`config.mk`:
```
export PLATFORM = sky130hd
export DESIGN_NAME = acrpr_regs
export DESIGN_NICKNAME = d
export VERILOG_FILES = /design/src/rtl/acrpr_pkg.sv /design/src/rtl/acrpr_regs.sv
export SDC_FILE = /design/constraint.sdc
export NUM_CORES = 1
export LEC_CHECK = 0
export BUFFER_PORTS_ARGS = -buffer_cell sky130_fd_sc_hd__buf_2
export CORE_ASPECT_RATIO = 0.5
export CORE_MARGIN = 8
export CORE_UTILIZATION = 55
export CTS_BUF_LIST = sky130_fd_sc_hd__clkbuf_8
export DETAILED_ROUTE_END_ITERATION = 6
export GPL_TIMING_DRIVEN = 0
export HOLD_SLACK_MARGIN = 0.1
export PLACE_DENSITY = 0.79
export SYNTH_ARGS = -nofsm -noshare
export SYNTH_HDL_FRONTEND = slang
export SYNTH_SLANG_ARGS = --single-unit
export TNS_END_PERCENT = 5
```
`constraint.sdc`:
```
create_clock -name core_clk -period 2.5 [get_ports core_clk]
set_clock_uncertainty 0.1 [all_clocks]
set_input_delay 0.25 -clock core_clk [delete_from_list [all_inputs] [get_ports core_clk]]
set_output_delay 0.25 -clock core_clk [all_outputs]
set_load 0.01 [all_outputs]
```
`src/rtl/acrpr_pkg.sv`:
```
// constants, field layout and state record of the converter's clock,
// range and power register bank.
// assumes one core clock; the serial port pins are asynchronous to it.
package acrpr_pkg;

    localparam int unsigned ACRPR_ADDR_W = 15;

    // header: one direction bit, then a 15-bit byte address
    localparam logic [3:0] ACRPR_HDR_LAST = 4'hf;
    localparam logic [2:0] ACRPR_BYTE_LAST = 3'h7;
    localparam int unsigned ACRPR_HDR_RD_BIT = 14;

    // byte offsets
    localparam logic [14:0] ACRPR_OFS_SYNC_CTRL = 15'h0029;
    localparam logic [14:0] ACRPR_OFS_CLK_IN = 15'h002a;
    localparam logic [14:0] ACRPR_OFS_SUPPLY = 15'h002b;
    localparam logic [14:0] ACRPR_OFS_EDGE_B0 = 15'h002c;
    localparam logic [14:0] ACRPR_OFS_EDGE_B1 = 15'h002d;
    localparam logic [14:0] ACRPR_OFS_EDGE_B2 = 15'h002e;
    localparam logic [14:0] ACRPR_OFS_FSR_LO = 15'h0030;
    localparam logic [14:0] ACRPR_OFS_FSR_HI = 15'h0031;
    localparam logic [14:0] ACRPR_OFS_PWR1 = 15'h0037;

    // reset values
    localparam logic [7:0] ACRPR_RST_SYNC_CTRL = 8'h80;
    localparam logic [7:0] ACRPR_RST_CLK_IN = 8'h00;
    localparam logic [7:0] ACRPR_RST_SUPPLY = 8'h10;
    localparam logic [23:0] ACRPR_RST_EDGE = 24'h00_0000;
    localparam logic [15:0] ACRPR_RST_FSR = 16'ha000;
    localparam logic [7:0] ACRPR_RST_PWR1 = 8'h4b;

    // field positions
    localparam int unsigned ACRPR_SEL_MSB = 3;
    localparam int unsigned ACRPR_BIT_CLK_PECL = 2;
    localparam int unsigned ACRPR_BIT_SREF_PECL = 1;
    localparam int unsigned ACRPR_BIT_SREF_INV = 0;
    localparam int unsigned ACRPR_BIT_ANA_NS = 2;
    localparam int unsigned ACRPR_BIT_CLK_NS = 0;

    // power mode codes
    localparam logic [7:0] ACRPR_PWR_LOW = 8'h46;
    localparam logic [7:0] ACRPR_PWR_HIGH = 8'h4b;

    typedef struct packed {
        logic sclk_s1;
        logic sclk_s2;
        logic sclk_s3;
        logic cs_n_s1;
        logic cs_n_s2;
        logic sdi_s1;
        logic sdi_s2;
        logic sref_s1;
        logic sref_s2;
        logic hdr_done;
        logic [3:0] hdr_cnt;
        logic [15:0] hdr_shift;
        logic [2:0] bit_cnt;
        logic rd;
        logic [14:0] addr;
        logic [7:0] in_shift;
        logic [7:0] out_shift;
        logic sdo;
        logic sdo_drive;
        logic [7:0] sync_ctrl;
        logic [7:0] clk_in;
        logic [7:0] supply;
        logic [23:0] edge_pos;
        logic [15:0] fsr;
        logic [7:0] pwr1;
        logic sref_aligned;
    } acrpr_state_s;

endpackage

```
`src/rtl/acrpr_regs.sv`:
```
// register bank for sampling-clock and sync-reference receivers, supply
// noise suppression, sync edge status, full-scale range and power mode 1.
// assumes a mode-0 serial port far slower than core_clk (sclk <= 4 MHz).
`timescale 1ns/1ps
module acrpr_regs
    import acrpr_pkg::*;
(
    input wire logic core_clk, // 40 MHz core clock
    input wire logic rstn, // async reset, active low
    input wire logic spi_sclk, // serial port clock pin
    input wire logic spi_cs_n, // serial port select pin, active low
    input wire logic spi_sdi, // serial data in pin
    output logic spi_sdo, // serial data out
    output logic spi_sdo_oe_n, // sdo enable, low while driving
    input wire logic sync_ref_in, // sync reference receiver output
    input wire logic [23:0] sync_edge_position_in, // edge detector result
    output logic sampling_clock_pecl_input_en, // sampling clock pecl mode
    output logic sync_ref_pecl_input_en, // sync ref pecl mode
    output logic sync_ref_invert, // sync ref inversion enable
    output logic sync_ref_aligned, // sync ref after polarity
    output logic analog_rail_noise_suppress_en, // analog rail suppression
    output logic clock_rail_noise_suppress_en, // clock rail suppression
    output logic [3:0] sync_delay_select, // chosen sync sample delay
    output logic [15:0] full_scale_range, // full-scale range code
    output logic [7:0] power_mode_code_1, // power mode code
    output logic low_power_mode_active // code selects low power
);

    acrpr_state_s s;
    acrpr_state_s n;
    logic rise;
    logic fall;
    logic wr_en;
    logic [14:0] wr_addr;
    logic [7:0] wr_data;
    logic [7:0] rd_byte;

    function automatic logic [7:0] read_byte(input acrpr_state_s st,
                                             input logic [14:0] a);
        logic [7:0] r;
        r = 8'h00;
        if (a == ACRPR_OFS_SYNC_CTRL) begin
            r = st.sync_ctrl;
        end else if (a == ACRPR_OFS_CLK_IN) begin
            r = st.clk_in;
        end else if (a == ACRPR_OFS_SUPPLY) begin
            r = st.supply;
        end else if (a == ACRPR_OFS_EDGE_B0) begin
            r = st.edge_pos[7:0];
        end else if (a == ACRPR_OFS_EDGE_B1) begin
            r = st.edge_pos[15:8];
        end else if (a == ACRPR_OFS_EDGE_B2) begin
            r = st.edge_pos[23:16];
        end else if (a == ACRPR_OFS_FSR_LO) begin
            r = st.fsr[7:0];
        end else if (a == ACRPR_OFS_FSR_HI) begin
            r = st.fsr[15:8];
        end else if (a == ACRPR_OFS_PWR1) begin
            r = st.pwr1;
        end
        return r;
    endfunction

    ////////////////////////////////////////////////////////////////////////
    // next state

    always_comb begin
        n = s;
        wr_en = 1'b0;
        wr_addr = s.addr;
        wr_data = {s.in_shift[6:0], s.sdi_s2};
        rise = s.sclk_s2 & ~s.sclk_s3;
        fall = ~s.sclk_s2 & s.sclk_s3;
        rd_byte = read_byte(s, s.addr);
        n.sclk_s1 = spi_sclk;
        n.sclk_s2 = s.sclk_s1;
        n.sclk_s3 = s.sclk_s2;
        n.cs_n_s1 = spi_cs_n;
        n.cs_n_s2 = s.cs_n_s1;
        n.sdi_s1 = spi_sdi;
        n.sdi_s2 = s.sdi_s1;
        n.sref_s1 = sync_ref_in;
        n.sref_s2 = s.sref_s1;
        // detector owns the status; serial writes never reach it
        n.edge_pos = sync_edge_position_in;
        n.sref_aligned = s.sref_s2 ^ s.clk_in[ACRPR_BIT_SREF_INV];
        if (s.cs_n_s2) begin
            n.hdr_done = 1'b0;
            n.hdr_cnt = 4'h0;
            n.bit_cnt = 3'h0;
            n.sdo_drive = 1'b0;
        end else if (rise) begin
            if (!s.hdr_done) begin
                n.hdr_shift = {s.hdr_shift[14:0], s.sdi_s2};
                n.hdr_cnt = s.hdr_cnt + 4'h1;
                if (s.hdr_cnt == ACRPR_HDR_LAST) begin
                    n.hdr_done = 1'b1;
                    n.rd = s.hdr_shift[ACRPR_HDR_RD_BIT];
                    n.addr = {s.hdr_shift[13:0], s.sdi_s2};
                    n.bit_cnt = 3'h0;
                end
            end else begin
                n.in_shift = wr_data;
                n.bit_cnt = s.bit_cnt + 3'h1;
                if (s.bit_cnt == ACRPR_BYTE_LAST) begin
                    wr_en = ~s.rd;
                    // streaming walks upward through the byte map
                    n.addr = s.addr + 15'h0001;
                end
            end
        end else if (fall && s.hdr_done && s.rd) begin
            n.sdo_drive = 1'b1;
            if (s.bit_cnt == 3'h0) begin
                n.sdo = rd_byte[7];
                n.out_shift = {rd_byte[6:0], 1'b0};
            end else begin
                n.sdo = s.out_shift[7];
                n.out_shift = {s.out_shift[6:0], 1'b0};
            end
        end
        // reserved bits stored as written; unmapped writes dropped
        if (wr_en) begin
            if (wr_addr == ACRPR_OFS_SYNC_CTRL) begin
                n.sync_ctrl = wr_data;
            end else if (wr_addr == ACRPR_OFS_CLK_IN) begin
                n.clk_in = wr_data;
            end else if (wr_addr == ACRPR_OFS_SUPPLY) begin
                n.supply = wr_data;
            end else if (wr_addr == ACRPR_OFS_FSR_LO) begin
                n.fsr[7:0] = wr_data;
            end else if (wr_addr == ACRPR_OFS_FSR_HI) begin
                n.fsr[15:8] = wr_data;
            end else if (wr_addr == ACRPR_OFS_PWR1) begin
                n.pwr1 = wr_data;
            end
        end
    end

    ////////////////////////////////////////////////////////////////////////
    // state register

    always_ff @(posedge core_clk or negedge rstn) begin
        if (!rstn) begin
            s <= '0;
            s.cs_n_s1 <= 1'b1;
            s.cs_n_s2 <= 1'b1;
            s.sync_ctrl <= ACRPR_RST_SYNC_CTRL;
            s.clk_in <= ACRPR_RST_CLK_IN;
            s.supply <= ACRPR_RST_SUPPLY;
            s.edge_pos <= ACRPR_RST_EDGE;
            s.fsr <= ACRPR_RST_FSR;
            s.pwr1 <= ACRPR_RST_PWR1;
        end else begin
            s <= n;
        end
    end

    ////////////////////////////////////////////////////////////////////////
    // outputs

    assign spi_sdo = s.sdo;
    assign spi_sdo_oe_n = ~s.sdo_drive;
    assign sampling_clock_pecl_input_en = s.clk_in[ACRPR_BIT_CLK_PECL];
    assign sync_ref_pecl_input_en = s.clk_in[ACRPR_BIT_SREF_PECL];
    assign sync_ref_invert = s.clk_in[ACRPR_BIT_SREF_INV];
    assign sync_ref_aligned = s.sref_aligned;
    assign analog_rail_noise_suppress_en = s.supply[ACRPR_BIT_ANA_NS];
    assign clock_rail_noise_suppress_en = s.supply[ACRPR_BIT_CLK_NS];
    assign sync_delay_select = s.sync_ctrl[ACRPR_SEL_MSB:0];
    assign full_scale_range = s.fsr;
    assign power_mode_code_1 = s.pwr1;
    assign low_power_mode_active = (s.pwr1 == ACRPR_PWR_LOW);
endmodule

```
Yosys cells after proc, flatten, opt, wreduce, memory -nomap -nowiden
Index checks and enable logic that the tools add are counted.
W data, S select, Z words.
- logic and storage cells: 109
- memories: 0
- output and inout port bits: 37
- latch bits: 0
- register bits: 140
- bits of input ports: 30
- ROM bits: 0
- RAM bits: 0
- multiplexer cells: 28
- multiply operators: 0
- $lt $le $gt $ge: 0
- reduce and logical (&&, ||, !) cells: 21
- add/sub/neg operators: 3
- shifts and indexed selects: 0
- divide/modulo/power cells: 0
- bitwise operators: 15
- eq/ne operators: 15
- operator list (kind ; number):
    $eq A15 B6 Y1 const B ; 9
    $mux W8 ; 10
    $mux W48 ; 1
    $mux W15 ; 2
    $mux W21 ; 1
    $mux W19 ; 1
    $add A15 B1 Y15 const B ; 1
    $not A1 Y1 ; 12
    $reduce_and A3 Y1 ; 4
    $reduce_and A4 Y1 ; 3
    $mux W1 ; 9
    $mux W9 ; 1
    $eq A8 B7 Y1 const B ; 1
    $reduce_and A2 Y1 ; 4
    $reduce_and A7 Y1 ; 1
    $mux W3 ; 2
    $reduce_and A6 Y1 ; 1
    $reduce_bool A2 Y1 ; 3
    $mux W5 ; 1
    $reduce_and A5 Y1 ; 1
    $add A4 B1 Y4 const B ; 1
    $eq A4 B4 Y1 const B ; 1
    $ne A2 B1 Y1 const B ; 2
    $add A3 B1 Y3 const B ; 1
    other kinds (7) ; 9

Longest topological paths before layout
Gate-level depths: netlist of the first run.
- depth in word-level cells: 11
- gate-level depth with buffers: 10
- mapped depth without buffers: 8

Worst setup path before layout of the first run
Ideal clock, no wire load.
- path kind: register to register
- start: register s (netlist bit wr_addr[11])
- end: register s (netlist bit power_mode_code_1[2])
- clock period less this slack: 2540 ps
- required time: 2275 ps
- arrival: 2315 ps
- setup time: 125 ps
- cell stages (with the launch flop): 9
- buffers on the path: 2
- slack: -40 ps
- cell sequence: dfrtp_1 > buf_6 > or4_4 > buf_6 > or4_4 > nor2_1 > nor2_2 > nand4_4 > mux2_2
- cells in the longest elaborated chain, start to end: 3
- elaborated cells between the ends (all ways): 12
- those cells by class: eq/ne (6); bitwise (5); reduce/logical (1)
- RTL lines (item ; line ; text):
    from (decl) ; acrpr_regs.sv:29 ; acrpr_state_s s;
    from (signal assigned) ; acrpr_regs.sv:154 ; s <= n;
    $eq A15 B6 Y1, on equally long branches ; -- ;
    $not A1 Y1 (no source line) ; -- ;
    $reduce_and A7 Y1 (no source line) * ; -- ;
Every way passes the cells marked *; elsewhere a longest branch is shown, timed or not.
A chain may end at the register's enable or synchronous reset.

Worst setup path in the final report of the first run
- start: register s (netlist bit wr_addr[0])
- end: register s (netlist bit full_scale_range[7])
- cells in the longest elaborated chain, start to end: 3
- elaborated cells between the ends (all ways): 8
- those cells by class: eq/ne (4); bitwise (3); reduce/logical (1)
- RTL lines (item ; line):
    $eq A15 B6 Y1, on equally long branches ; acrpr_regs.sv:127, acrpr_regs.sv:123, acrpr_regs.sv:125
    $not A1 Y1 (no source line) ; --
    $reduce_and A5 Y1 (no source line) * ; --
Marks and branches as above.

==> metrics.yaml, run 1 <==
outcome: "finished, violations left"
violations: "setup timing"
num_io_pins: 67
syn_area_sq_um: 6610
fin_ws_ns: -0.103
powerDensity_nw_per_um2: 549
h-tree-depth: 4
ys_top_cells_by_count: "127 x dfrtp_1, 71 x mux2_2, 49 x nand2_1, 45 x a21oi_1, 43 x nor2_1"
first_pass_iters: 5
required_ns: 2.74
hold_class: "in -> async"
synth_ff_type: "dfrtp_1"
crit_end: "full_scale_range[7]"
yosysSeqAreaShare: 0.521
met2_usage: 0.360
synth_cell_types: 61
via_per_inst: 5.89
cts_tree: "built"
yosys.area.top_type_share: 0.481
ys_ff_latch: 137
async_reset_ff_frac: 1.00
clkTransAtPathRegs_ns: 0.08
grt_pass1_vias: 5271
drive_gt1_frac: 0.356
grt_setup_unrepaired: "yes"
final_antenna_net_count: 0
drt-wirelength-per-cell_microns: 19.1
grt_overflow: 0
grt.busiest_layer: "met2"
p_leak_nw: 3.85
diodes: 0
numCtsBuffers: 17
fin_nets: 770
yosysTopAreaCell: "dfrtp_1"
startpoint: "wr_addr[0]"
grt_max_degree: 102
core_sq_um: 11800
yosysMostFrequentCell: "dfrtp_1"
die_x_microns: 171
ir_drop_mv: 0.331
root_buffer: "clkbuf_8"
crit_top_cell: "inv_1"
clock.fmax_mhz: 384
worstPathArrival_ns: 2.84
post-route-period-util: 1.04
use_met3: 0.0534
crit_chain: "inv_1 -> ha_2 -> inv_1 -> or4_4 -> nor4_4 -> buf_6 -> mux2_2"
synth_area_leaders: "dfrtp_1 48%, mux2_2 12%, dfstp_2 4.0%"
dp_hpwl_microns: 11000
synth_nets: 643
start_util: 0.561
r2r-end: "full_scale_range[7]"
grtUsageTotal: 0.216
via_count: 5358
clk_path_buf_depth: 2
end_kind: "flip-flop"
insertion_delay_ns: 0.45
grt_antenna_before_repair: 0
relSlewSlack: 0.487
totalPowerFinal_mw: 4.48
crit_path_top_delay_cell: "or4_4"
routed_wl_microns: 17400
syn_inst: 605
die_h_microns: 93.5
worstPathMaxFanout: 6
place_congestion: 0.896
synth_edf_count: 0
rows: 28
cap_viol_max_count: 0
port_buffers: 66
grt_first_pass_wirelength_microns: 27100
area.growth.synth_to_final_pct: 23.3
r2r_cells: 7
tightest_slew_ns: 0.764
crit_cells: 7
register_area_sq_um: 3440
whs_ns: 0.173
cts.sinks: 137
drv_slew: 0
setup_viol: 39
multi_input_area_sq_um: 2860
final_cell_area_sq_um: 8150
r2r_start: "wr_addr[0]"
syn_area_per_cell_sq_um: 10.9
cp_top_family: "simple AND/OR/NAND/NOR gates"
hold_viol: 0
drt_iter0_drc: 664
dieArea_sq_um: 16000
start_kind: "flip-flop"
ys_warn_count: 0
layout_min_cycle_time_ns: 2.60
use_met1: 0.271
post-route-util: 0.692
fill_cells: 804
ff2ff_setup_slack_ns: -0.10
critPathKind: "reg -> reg"
dpl-instance-area_sq_um: 7200
drc: 0
cpPeakStageDelay_ns: 0.54
cp.buffers_inverters: 3
==> what timing repair did <==
action	CTS	global route
endpoints found under the hold margin	157	0
gates resized for setup	18	19
hold buffers	29	0
setup endpoints to repair	72	63
pin swaps	7	4
setup buffers	10	7
==> cells by family after synthesis <==
group                    synth area share
AND/OR/NAND/NOR                     0.147
AO/OA/AOI/OAI                       0.127
flip-flops                          0.521
buffers and inverters              0.0625
multiplexers                        0.122
adder cells (fa/ha/maj)            0.0151
XOR/XNOR                          0.00530
==> cells in the final DEF (no fill, tap or decap), types with 4 or more instances in the layout <==
master         instances
buf_2                 67
dfrtp_1              126
a21boi_0               4
clkbuf_2               8
o21ai_0               35
inv_1                 14
a31oi_1               11
mux2_4                 8
ha_1                   6
clkinv_2               5
nor4_4                 4
nor2_1                41
nand4_1                6
nand2_1               48
clkbuf_8              19
mux2_2                63
nand3_1               15
a32oi_1                7
nor2b_1                8
nor3_1                 5
a21oi_1               45
a221oi_1               4
dfstp_2               10
or4_4                  4
clkbuf_1              14
nand3b_1               5
buf_4                 44
dlygate4sd3_1         29
nor4_1                 4
==> flip-flops by register name, indices dropped and copies added, names as in the netlist, 4 cells and up <==
register           flops
full_scale_range      16
n                      5
power_mode_code_1      8
s                     82
sync_delay_select      4
wr_addr               15
==> worst min-delay path by stage <==
stage / slack (ns) / to
after detailed placement: 0.07 / s[119]
final: 0.17 / wr_addr[14]
after CTS: 0.15 / s[119]
after floorplan: -0.15 / analog_rail_noise_suppress_en
after global routing: 0.18 / s[123]
after global placement: 0.23 / n[137]
==> final cells by class <==
type	count	share of cell area
Clock buffer	19	0.0321
Multi-Input combinational cell	392	0.351
Sequential cell	137	0.422
Buffer	58	0.0450
Inverter	13	0.00599
Tap cell	165	0.0253
Clock inverter	13	0.0186
Timing Repair Buffer	113	0.0995
==> metrics by stage <==
step,TNS (ns),std cells,setup slack (ns)
detailed placement,-19.36,837,-0.501
global route,-6.29,910,-0.188
CTS,-0.841,906,-0.0935
global placement,-104.79,836,-0.713
floorplan,0,605,0.0328
finish,-2.35,910,-0.103
==> layer usage <==
metal | vias up | wire, microns
met2 | 259 | 8570
met4 | 0 | 388
met3 | 43 | 1300
li1 | 2404 | -
met1 | 2652 | 7120
met5 | - | 0
==> power by group <==
part | internal, mW | switching (mW)
clock | 1.03 | 0.876
sequential | 2.31 | 0.0694
combinational | 0.108 | 0.0853
total | 3.45 | 1.03
==> worst register-to-register path, cell delays in order (launching register included) <==
cell and delay (ns):
dfrtp_1 0.43, inv_1 0.17, ha_2 0.30, inv_1 0.11
or4_4 0.54, nor4_4 0.32, buf_6 0.18, mux2_2 0.34
Note: power is estimated with default switching activity, not from simulation.
==> run 2: changes to the inputs <==
- CORE_MARGIN: 8 -> 5
- GPL_TIMING_DRIVEN: 0 -> unset
==> run 2 against run 1 <==
Compared with the run above: the run now ends clean; hold slack improved by 0.073 ns; via count decreased by 5.2%; flip-flop and latch count unchanged; critical path depth decreased by 1; first-iteration DRC count decreased by 34%; combinational power about the same; critical endpoint is now power_mode_code_1[5].
==> metrics.yaml, run 2 (synthesis results as in run 1) <==
outcome: "finished, final reports clean"  # was finished, violations left
fill_cells: 842  # was 804
post-route-period-util: 0.972  # was 1.04
area.growth.synth_to_final_pct: 19.2  # was 23.3%
setup_viol: 0  # was 39
die_x_microns: 165  # was 171 microns
rows: 28  # unchanged
grt_first_pass_wirelength_microns: 25700  # was 27100 microns
die_h_microns: 87.5  # was 93.5 microns
dpl-instance-area_sq_um: 7180  # was 7200 sq um
crit_path_top_delay_cell: "or4_4"  # unchanged
crit_chain: "or4_4 -> or4_4 -> nor2_4 -> nor2_4 -> nand4_4 -> mux2_2"  # was inv_1 -> ha_2 -> inv_1 -> or4_4 -> nor4_4 -> buf_6 -> mux2_2
dp_hpwl_microns: 10300  # was 11000 microns
grt_max_degree: 60  # was 102
r2r-end: "power_mode_code_1[5]"  # was full_scale_range[7]
dieArea_sq_um: 14400  # was 16000 sq um
grt_setup_unrepaired: "no"  # was yes
worstPathArrival_ns: 2.67  # was 2.84 ns
ir_drop_mv: 0.301  # was 0.331 mV
required_ns: 2.73  # was 2.74 ns
clkTransAtPathRegs_ns: 0.08  # about the same
tightest_slew_ns: 0.618  # was 0.764 ns
multi_input_area_sq_um: 2780  # was 2860 sq um
grt_overflow: 0  # unchanged
final_common_cell: "dfrtp_1"  # unchanged
drv_slew: 0  # unchanged
pre_cts_ws_ns: 0.0876  # was -0.501 ns
first_pass_iters: 6  # was 5
num_io_pins: 67  # unchanged
grt_antenna_before_repair: 0  # unchanged
totalPowerFinal_mw: 4.43  # was 4.48 mW
port_buffers: 66  # unchanged
r2r_start: "wr_addr[13]"  # was wr_addr[0]
drt-wirelength-per-cell_microns: 17.9  # was 19.1 microns
root_buffer: "clkbuf_8"  # unchanged
end_kind: "flip-flop"  # unchanged
drive_gt1_frac: 0.338  # was 0.356
setup_tns_ns: 0  # was -2.35 ns
h-tree-depth: 4  # unchanged
cts_tree: "built"  # unchanged
hold_class: "in -> async"  # unchanged
via_per_inst: 5.79  # was 5.89
place_congestion: 0.933  # was 0.896
final_cell_area_sq_um: 7880  # was 8150 sq um
routed_wl_microns: 15700  # was 17400 microns
postCtsSetupBuffers: 0  # was 10
p_leak_nw: 3.68  # was 3.85 nW
cap_viol_max_count: 0  # unchanged
drc: 0  # unchanged
most-common-layout-cells: "127 x dfrtp_1, 71 x mux2_2, 65 x buf_2, 48 x nand2_1, 45 x a21oi_1"  # was 126 x dfrtp_1, 67 x buf_2, 63 x mux2_2, 48 x nand2_1, 45 x a21oi_1
fin_ws_ns: 0.0693  # was -0.103 ns
cts.sinks: 137  # unchanged
core_sq_um: 11800  # unchanged
grt_pass1_vias: 4963  # was 5271
regMostFlops: "s"  # unchanged
crit_end: "power_mode_code_1[5]"  # was full_scale_range[7]
relSlewSlack: 0.584  # was 0.487
insertion_delay_ns: 0.45  # about the same
clock.fmax_mhz: 411  # was 384 MHz
layout_min_cycle_time_ns: 2.43  # was 2.60 ns
crit_cells: 6  # was 7
r2r_cells: 6  # was 7
register_area_sq_um: 3440  # about the same
cp_top_family: "simple AND/OR/NAND/NOR gates"  # unchanged
cp.buffers_inverters: 0  # was 3
largest_reg_flops: 82  # unchanged
grtUsageTotal: 0.230  # was 0.216
diodes: 0  # unchanged
ff2ff_setup_slack_ns: 0.07  # was -0.10 ns
post-route-util: 0.669  # was 0.692
worstPathMaxFanout: 8  # was 6
cpPeakStageDelay_ns: 0.57  # was 0.54 ns
clk_path_buf_depth: 2  # unchanged
numCtsBuffers: 17  # unchanged
via_count: 5080  # was 5358
fin_nets: 738  # was 770
start_util: 0.561  # unchanged
critPathKind: "reg -> reg"  # unchanged
start_kind: "flip-flop"  # unchanged
final_antenna_net_count: 0  # unchanged
hold_viol: 0  # unchanged
drt_iter0_drc: 437  # was 664
powerDensity_nw_per_um2: 562  # was 549 nW/um^2
startpoint: "wr_addr[13]"  # was wr_addr[0]
[run 2: final cells by class]
| cell class | count | area share |
|---|---|---|
| inverters | 13 | 0.00619 |
| flip-flops and latches | 137 | 0.437 |
| multi-input cells | 392 | 0.353 |
| clock inverters | 13 | 0.0184 |
| repair buffers | 139 | 0.126 |
| clock buffers | 19 | 0.0332 |
| well taps | 165 | 0.0262 |
[run 2: routing by layer]
layer,track usage,wire length [microns],vias up,part of all wire
met5,0,0,-,0
met4,0.0913,337,0,0.021
met3,0.0634,1190,33,0.076
met2,0.371,7530,198,0.48
met1,0.299,6660,2511,0.42
li1,-,-,2338,-
[run 2: worst reg2reg max path, stage by stage (launching register included)]
cell and delay, ns:
dfrtp_1 0.38, or4_4 0.57, or4_4 0.51, nor2_4 0.15, nor2_4 0.07, nand4_4 0.18, mux2_2 0.37
[run 2: how the worst min path moves through the flow]
| stage | endpoint | slack, ns | from | cells after the start |
|---|---|---|---|---|
| after floorplan | analog_rail_noise_suppress_en | -0.15 | rstn | 0 |
| after global placement | s[113] | 0.16 | rstn | 1 |
| after detailed placement | s[113] | 0.16 | rstn | 1 |
| after CTS | s[113] | 0.24 | rstn | 2 |
| after global routing | s[133] | 0.26 | n[133] | 0 |
| final | s[113] | 0.25 | rstn | 2 |
[run 2: report_power, final]
group	switching [mW]	internal, mW	leakage, nW
combinational	0.0824	0.110	1.70
sequential	0.0675	2.31	1.79
clock	0.915	0.944	0.198
total	1.07	3.36	3.68
[run 2: per-stage QoR]
step / cells / hold slack [ns]
after floorplan: 605 / -0.146
after global placement: 817 / 0.156
after detailed placement: 817 / 0.163
after CTS: 878 / 0.243
after global routing: 878 / 0.264
final: 878 / 0.246
[run 2: what timing repair did]
item / CTS / global route
gates resized for setup: 0 / 1
endpoints found under the setup margin: 0 / 1
hold buffers: 29 / 0
endpoints found under the hold margin: 87 / 0
==> run 3: changes to the inputs <==
- CORE_ASPECT_RATIO: 0.5 -> unset
==> run 3 against run 2 <==
Compared with the run above: the run now ends with DRC left; final area decreased by 0.75%; sequential power about the same; fmax decreased by 2.4%; critical path depth unchanged; register-to-register slack got worse by 0.06 ns; setup slack got worse by 0.060 ns; clock power decreased by 4%; core utilization decreased by 1.3 points; flip-flop and latch count unchanged; global-route usage increased by 0.69 points; sequential share of layout area increased by 0.33 points; power decreased by 1.5%; critical endpoint is now s[80]; largest power group unchanged.
==> metrics.yaml, run 3 (synthesis results as in run 1) <==
outcome: "finished, violations left"  # was finished, final reports clean
violations: "DRC"
tightest_slew_ns: 0.588  # was 0.618 ns
ir_drop_mv: 0.686  # was 0.301 mV
setup_viol: 0  # unchanged
clock.fmax_mhz: 402  # was 411 MHz
totalPowerFinal_mw: 4.36  # was 4.43 mW
area.growth.synth_to_final_pct: 18.3  # was 19.2%
grt_first_pass_wirelength_microns: 26700  # was 25700 microns
diodes: 0  # unchanged
hold_class: "in -> async"  # unchanged
cpPeakStageDelay_ns: 0.65  # was 0.57 ns
rows: 40  # was 28
use_met3: 0.0712  # was 0.0634
required_ns: 2.75  # was 2.73 ns
drive_gt1_frac: 0.331  # was 0.338
cts_tree: "built"  # unchanged
worstPathArrival_ns: 2.74  # was 2.67 ns
end_kind: "flip-flop"  # unchanged
grt_setup_unrepaired: "yes"  # was no
fill_cells: 892  # was 842
powerDensity_nw_per_um2: 558  # was 562 nW/um^2
register_area_sq_um: 3440  # unchanged
via_per_inst: 5.96  # was 5.79
root_buffer: "clkbuf_8"  # unchanged
grt_overflow: 0  # unchanged
grt_pass1_vias: 5214  # was 4963
p_leak_nw: 3.69  # was 3.68 nW
numCtsBuffers: 17  # unchanged
layout_min_cycle_time_ns: 2.49  # was 2.43 ns
ff2ff_setup_slack_ns: 0.01  # was 0.07 ns
start_kind: "flip-flop"  # unchanged
clk_path_buf_depth: 2  # unchanged
relSlewSlack: 0.604  # was 0.584
post-route-period-util: 0.996  # was 0.972
grt_antenna_before_repair: 1  # was 0
h-tree-depth: 4  # unchanged
met2_usage: 0.377  # was 0.371
r2r_start: "wr_addr[13]"  # unchanged
setup_tns_ns: 0  # unchanged
hold_viol: 0  # unchanged
clkTransAtPathRegs_ns: 0.08  # about the same
cp.buffers_inverters: 0  # unchanged
cts.sinks: 137  # unchanged
routed_wl_microns: 16300  # was 15700 microns
grt.busiest_layer: "met2"  # unchanged
port_buffers: 66  # unchanged
place_congestion: 0.867  # was 0.933
crit_chain: "or4_4 -> or4_4 -> o211ai_2 -> a41oi_1 -> o21a_1 -> a211o_1"  # was or4_4 -> or4_4 -> nor2_4 -> nor2_4 -> nand4_4 -> mux2_2
via_count: 5112  # was 5080
most-common-layout-cells: "127 x dfrtp_1, 68 x mux2_2, 65 x buf_2, 49 x nand2_1, 45 x a21oi_1"  # was 127 x dfrtp_1, 71 x mux2_2, 65 x buf_2, 48 x nand2_1, 45 x a21oi_1
worstPathMaxFanout: 9  # was 8
grt_max_degree: 61  # was 60
grtUsageTotal: 0.237  # was 0.230
r2r-end: "s[80]"  # was power_mode_code_1[5]
drt_iter0_drc: 510  # was 437
drt-wirelength-per-cell_microns: 19.0  # was 17.9 microns
cp_top_family: "simple AND/OR/NAND/NOR gates"  # unchanged
drv_slew: 0  # unchanged
core_sq_um: 11900  # was 11800 sq um
use_met1: 0.312  # was 0.299
drc: 1  # was 0
whs_ns: 0.189  # was 0.246 ns
start_util: 0.555  # was 0.561
die_h_microns: 120  # was 87.5 microns
final_cell_area_sq_um: 7820  # was 7880 sq um
critPathKind: "reg -> reg"  # unchanged
dp_hpwl_microns: 11100  # was 10300 microns
dieArea_sq_um: 14300  # was 14400 sq um
r2r_cells: 6  # unchanged
num_io_pins: 67  # unchanged
fin_nets: 736  # was 738
place_inst: 797  # was 817
final_antenna_net_count: 0  # unchanged
regMostFlops: "s"  # unchanged
multi_input_area_sq_um: 2800  # was 2780 sq um
first_pass_iters: 7  # was 6
largest_reg_flops: 82  # unchanged
die_x_microns: 120  # was 165 microns
postCtsSetupBuffers: 0  # unchanged
final_common_cell: "dfrtp_1"  # unchanged
dpl-instance-area_sq_um: 7120  # was 7180 sq um
fin_cells: 858  # was 878
cap_viol_max_count: 0  # unchanged
crit_top_cell: "or4_4"
insertion_delay_ns: 0.46  # was 0.45 ns
crit_path_top_delay_cell: "or4_4"  # unchanged
[run 3: cell types whose count changed in the layout (fill, tap and decap cells not counted), sizes merged]
cell / previous run / this run
buf: 110 / 108
clkbuf: 19 / 21
clkinvlp: 3 / 1
clkinv: 7 / 5
inv: 14 / 16
[run 3: layer usage]
metal | vias to the layer above | wire [microns]
li1 | 2329 | -
met1 | 2541 | 6930
met2 | 206 | 7980
met3 | 34 | 1140
met4 | 2 | 268
met5 | - | 13
[run 3: cell type report]
cell class              instances  area share
flip-flops and latches        137       0.440
multi-input cells             392       0.358
repair buffers                137       0.122
clock buffers                  21      0.0370
well taps                     147      0.0235
clock inverters                11      0.0133
inverters                      13     0.00624
[run 3: per-stage QoR]
| step | setup slack [ns] | utilization |
|---|---|---|
| floorplan | 0.0328 | - |
| global route | -0.0494 | 0.657 |
| CTS | 0.0106 | 0.655 |
| detailed placement | 0.0155 | 0.597 |
| finish | 0.00978 | 0.657 |
| global placement | 0.0673 | 0.597 |
[run 3: how the worst max path moves through the flow]
stage	start	end	slack, ns	cells past startpoint
global placement	wr_addr[13]	power_mode_code_1[7]	0.07	6
floorplan	wr_addr[11]	power_mode_code_1[2]	0.03	8
detailed placement	wr_addr[13]	power_mode_code_1[4]	0.02	6
CTS	wr_addr[13]	power_mode_code_1[4]	0.01	6
global route	wr_addr[13]	s[80]	-0.05	6
finish	wr_addr[13]	s[80]	0.01	6
[run 3: power breakdown]
part	switching [mW]	leakage (nW)	internal [mW]	total (mW)
Clock	0.821	0.215	0.971	1.79
Combinational	0.0837	1.69	0.108	0.192
Sequential	0.0678	1.79	2.31	2.38
Total	0.973	3.69	3.39	4.36
[run 3: repair_timing]
action / in CTS / in global routing
resized for setup: 0 / 5
hold endpoints to repair: 127 / 0
setup endpoints to repair: 0 / 27
hold buffers: 29 / 0
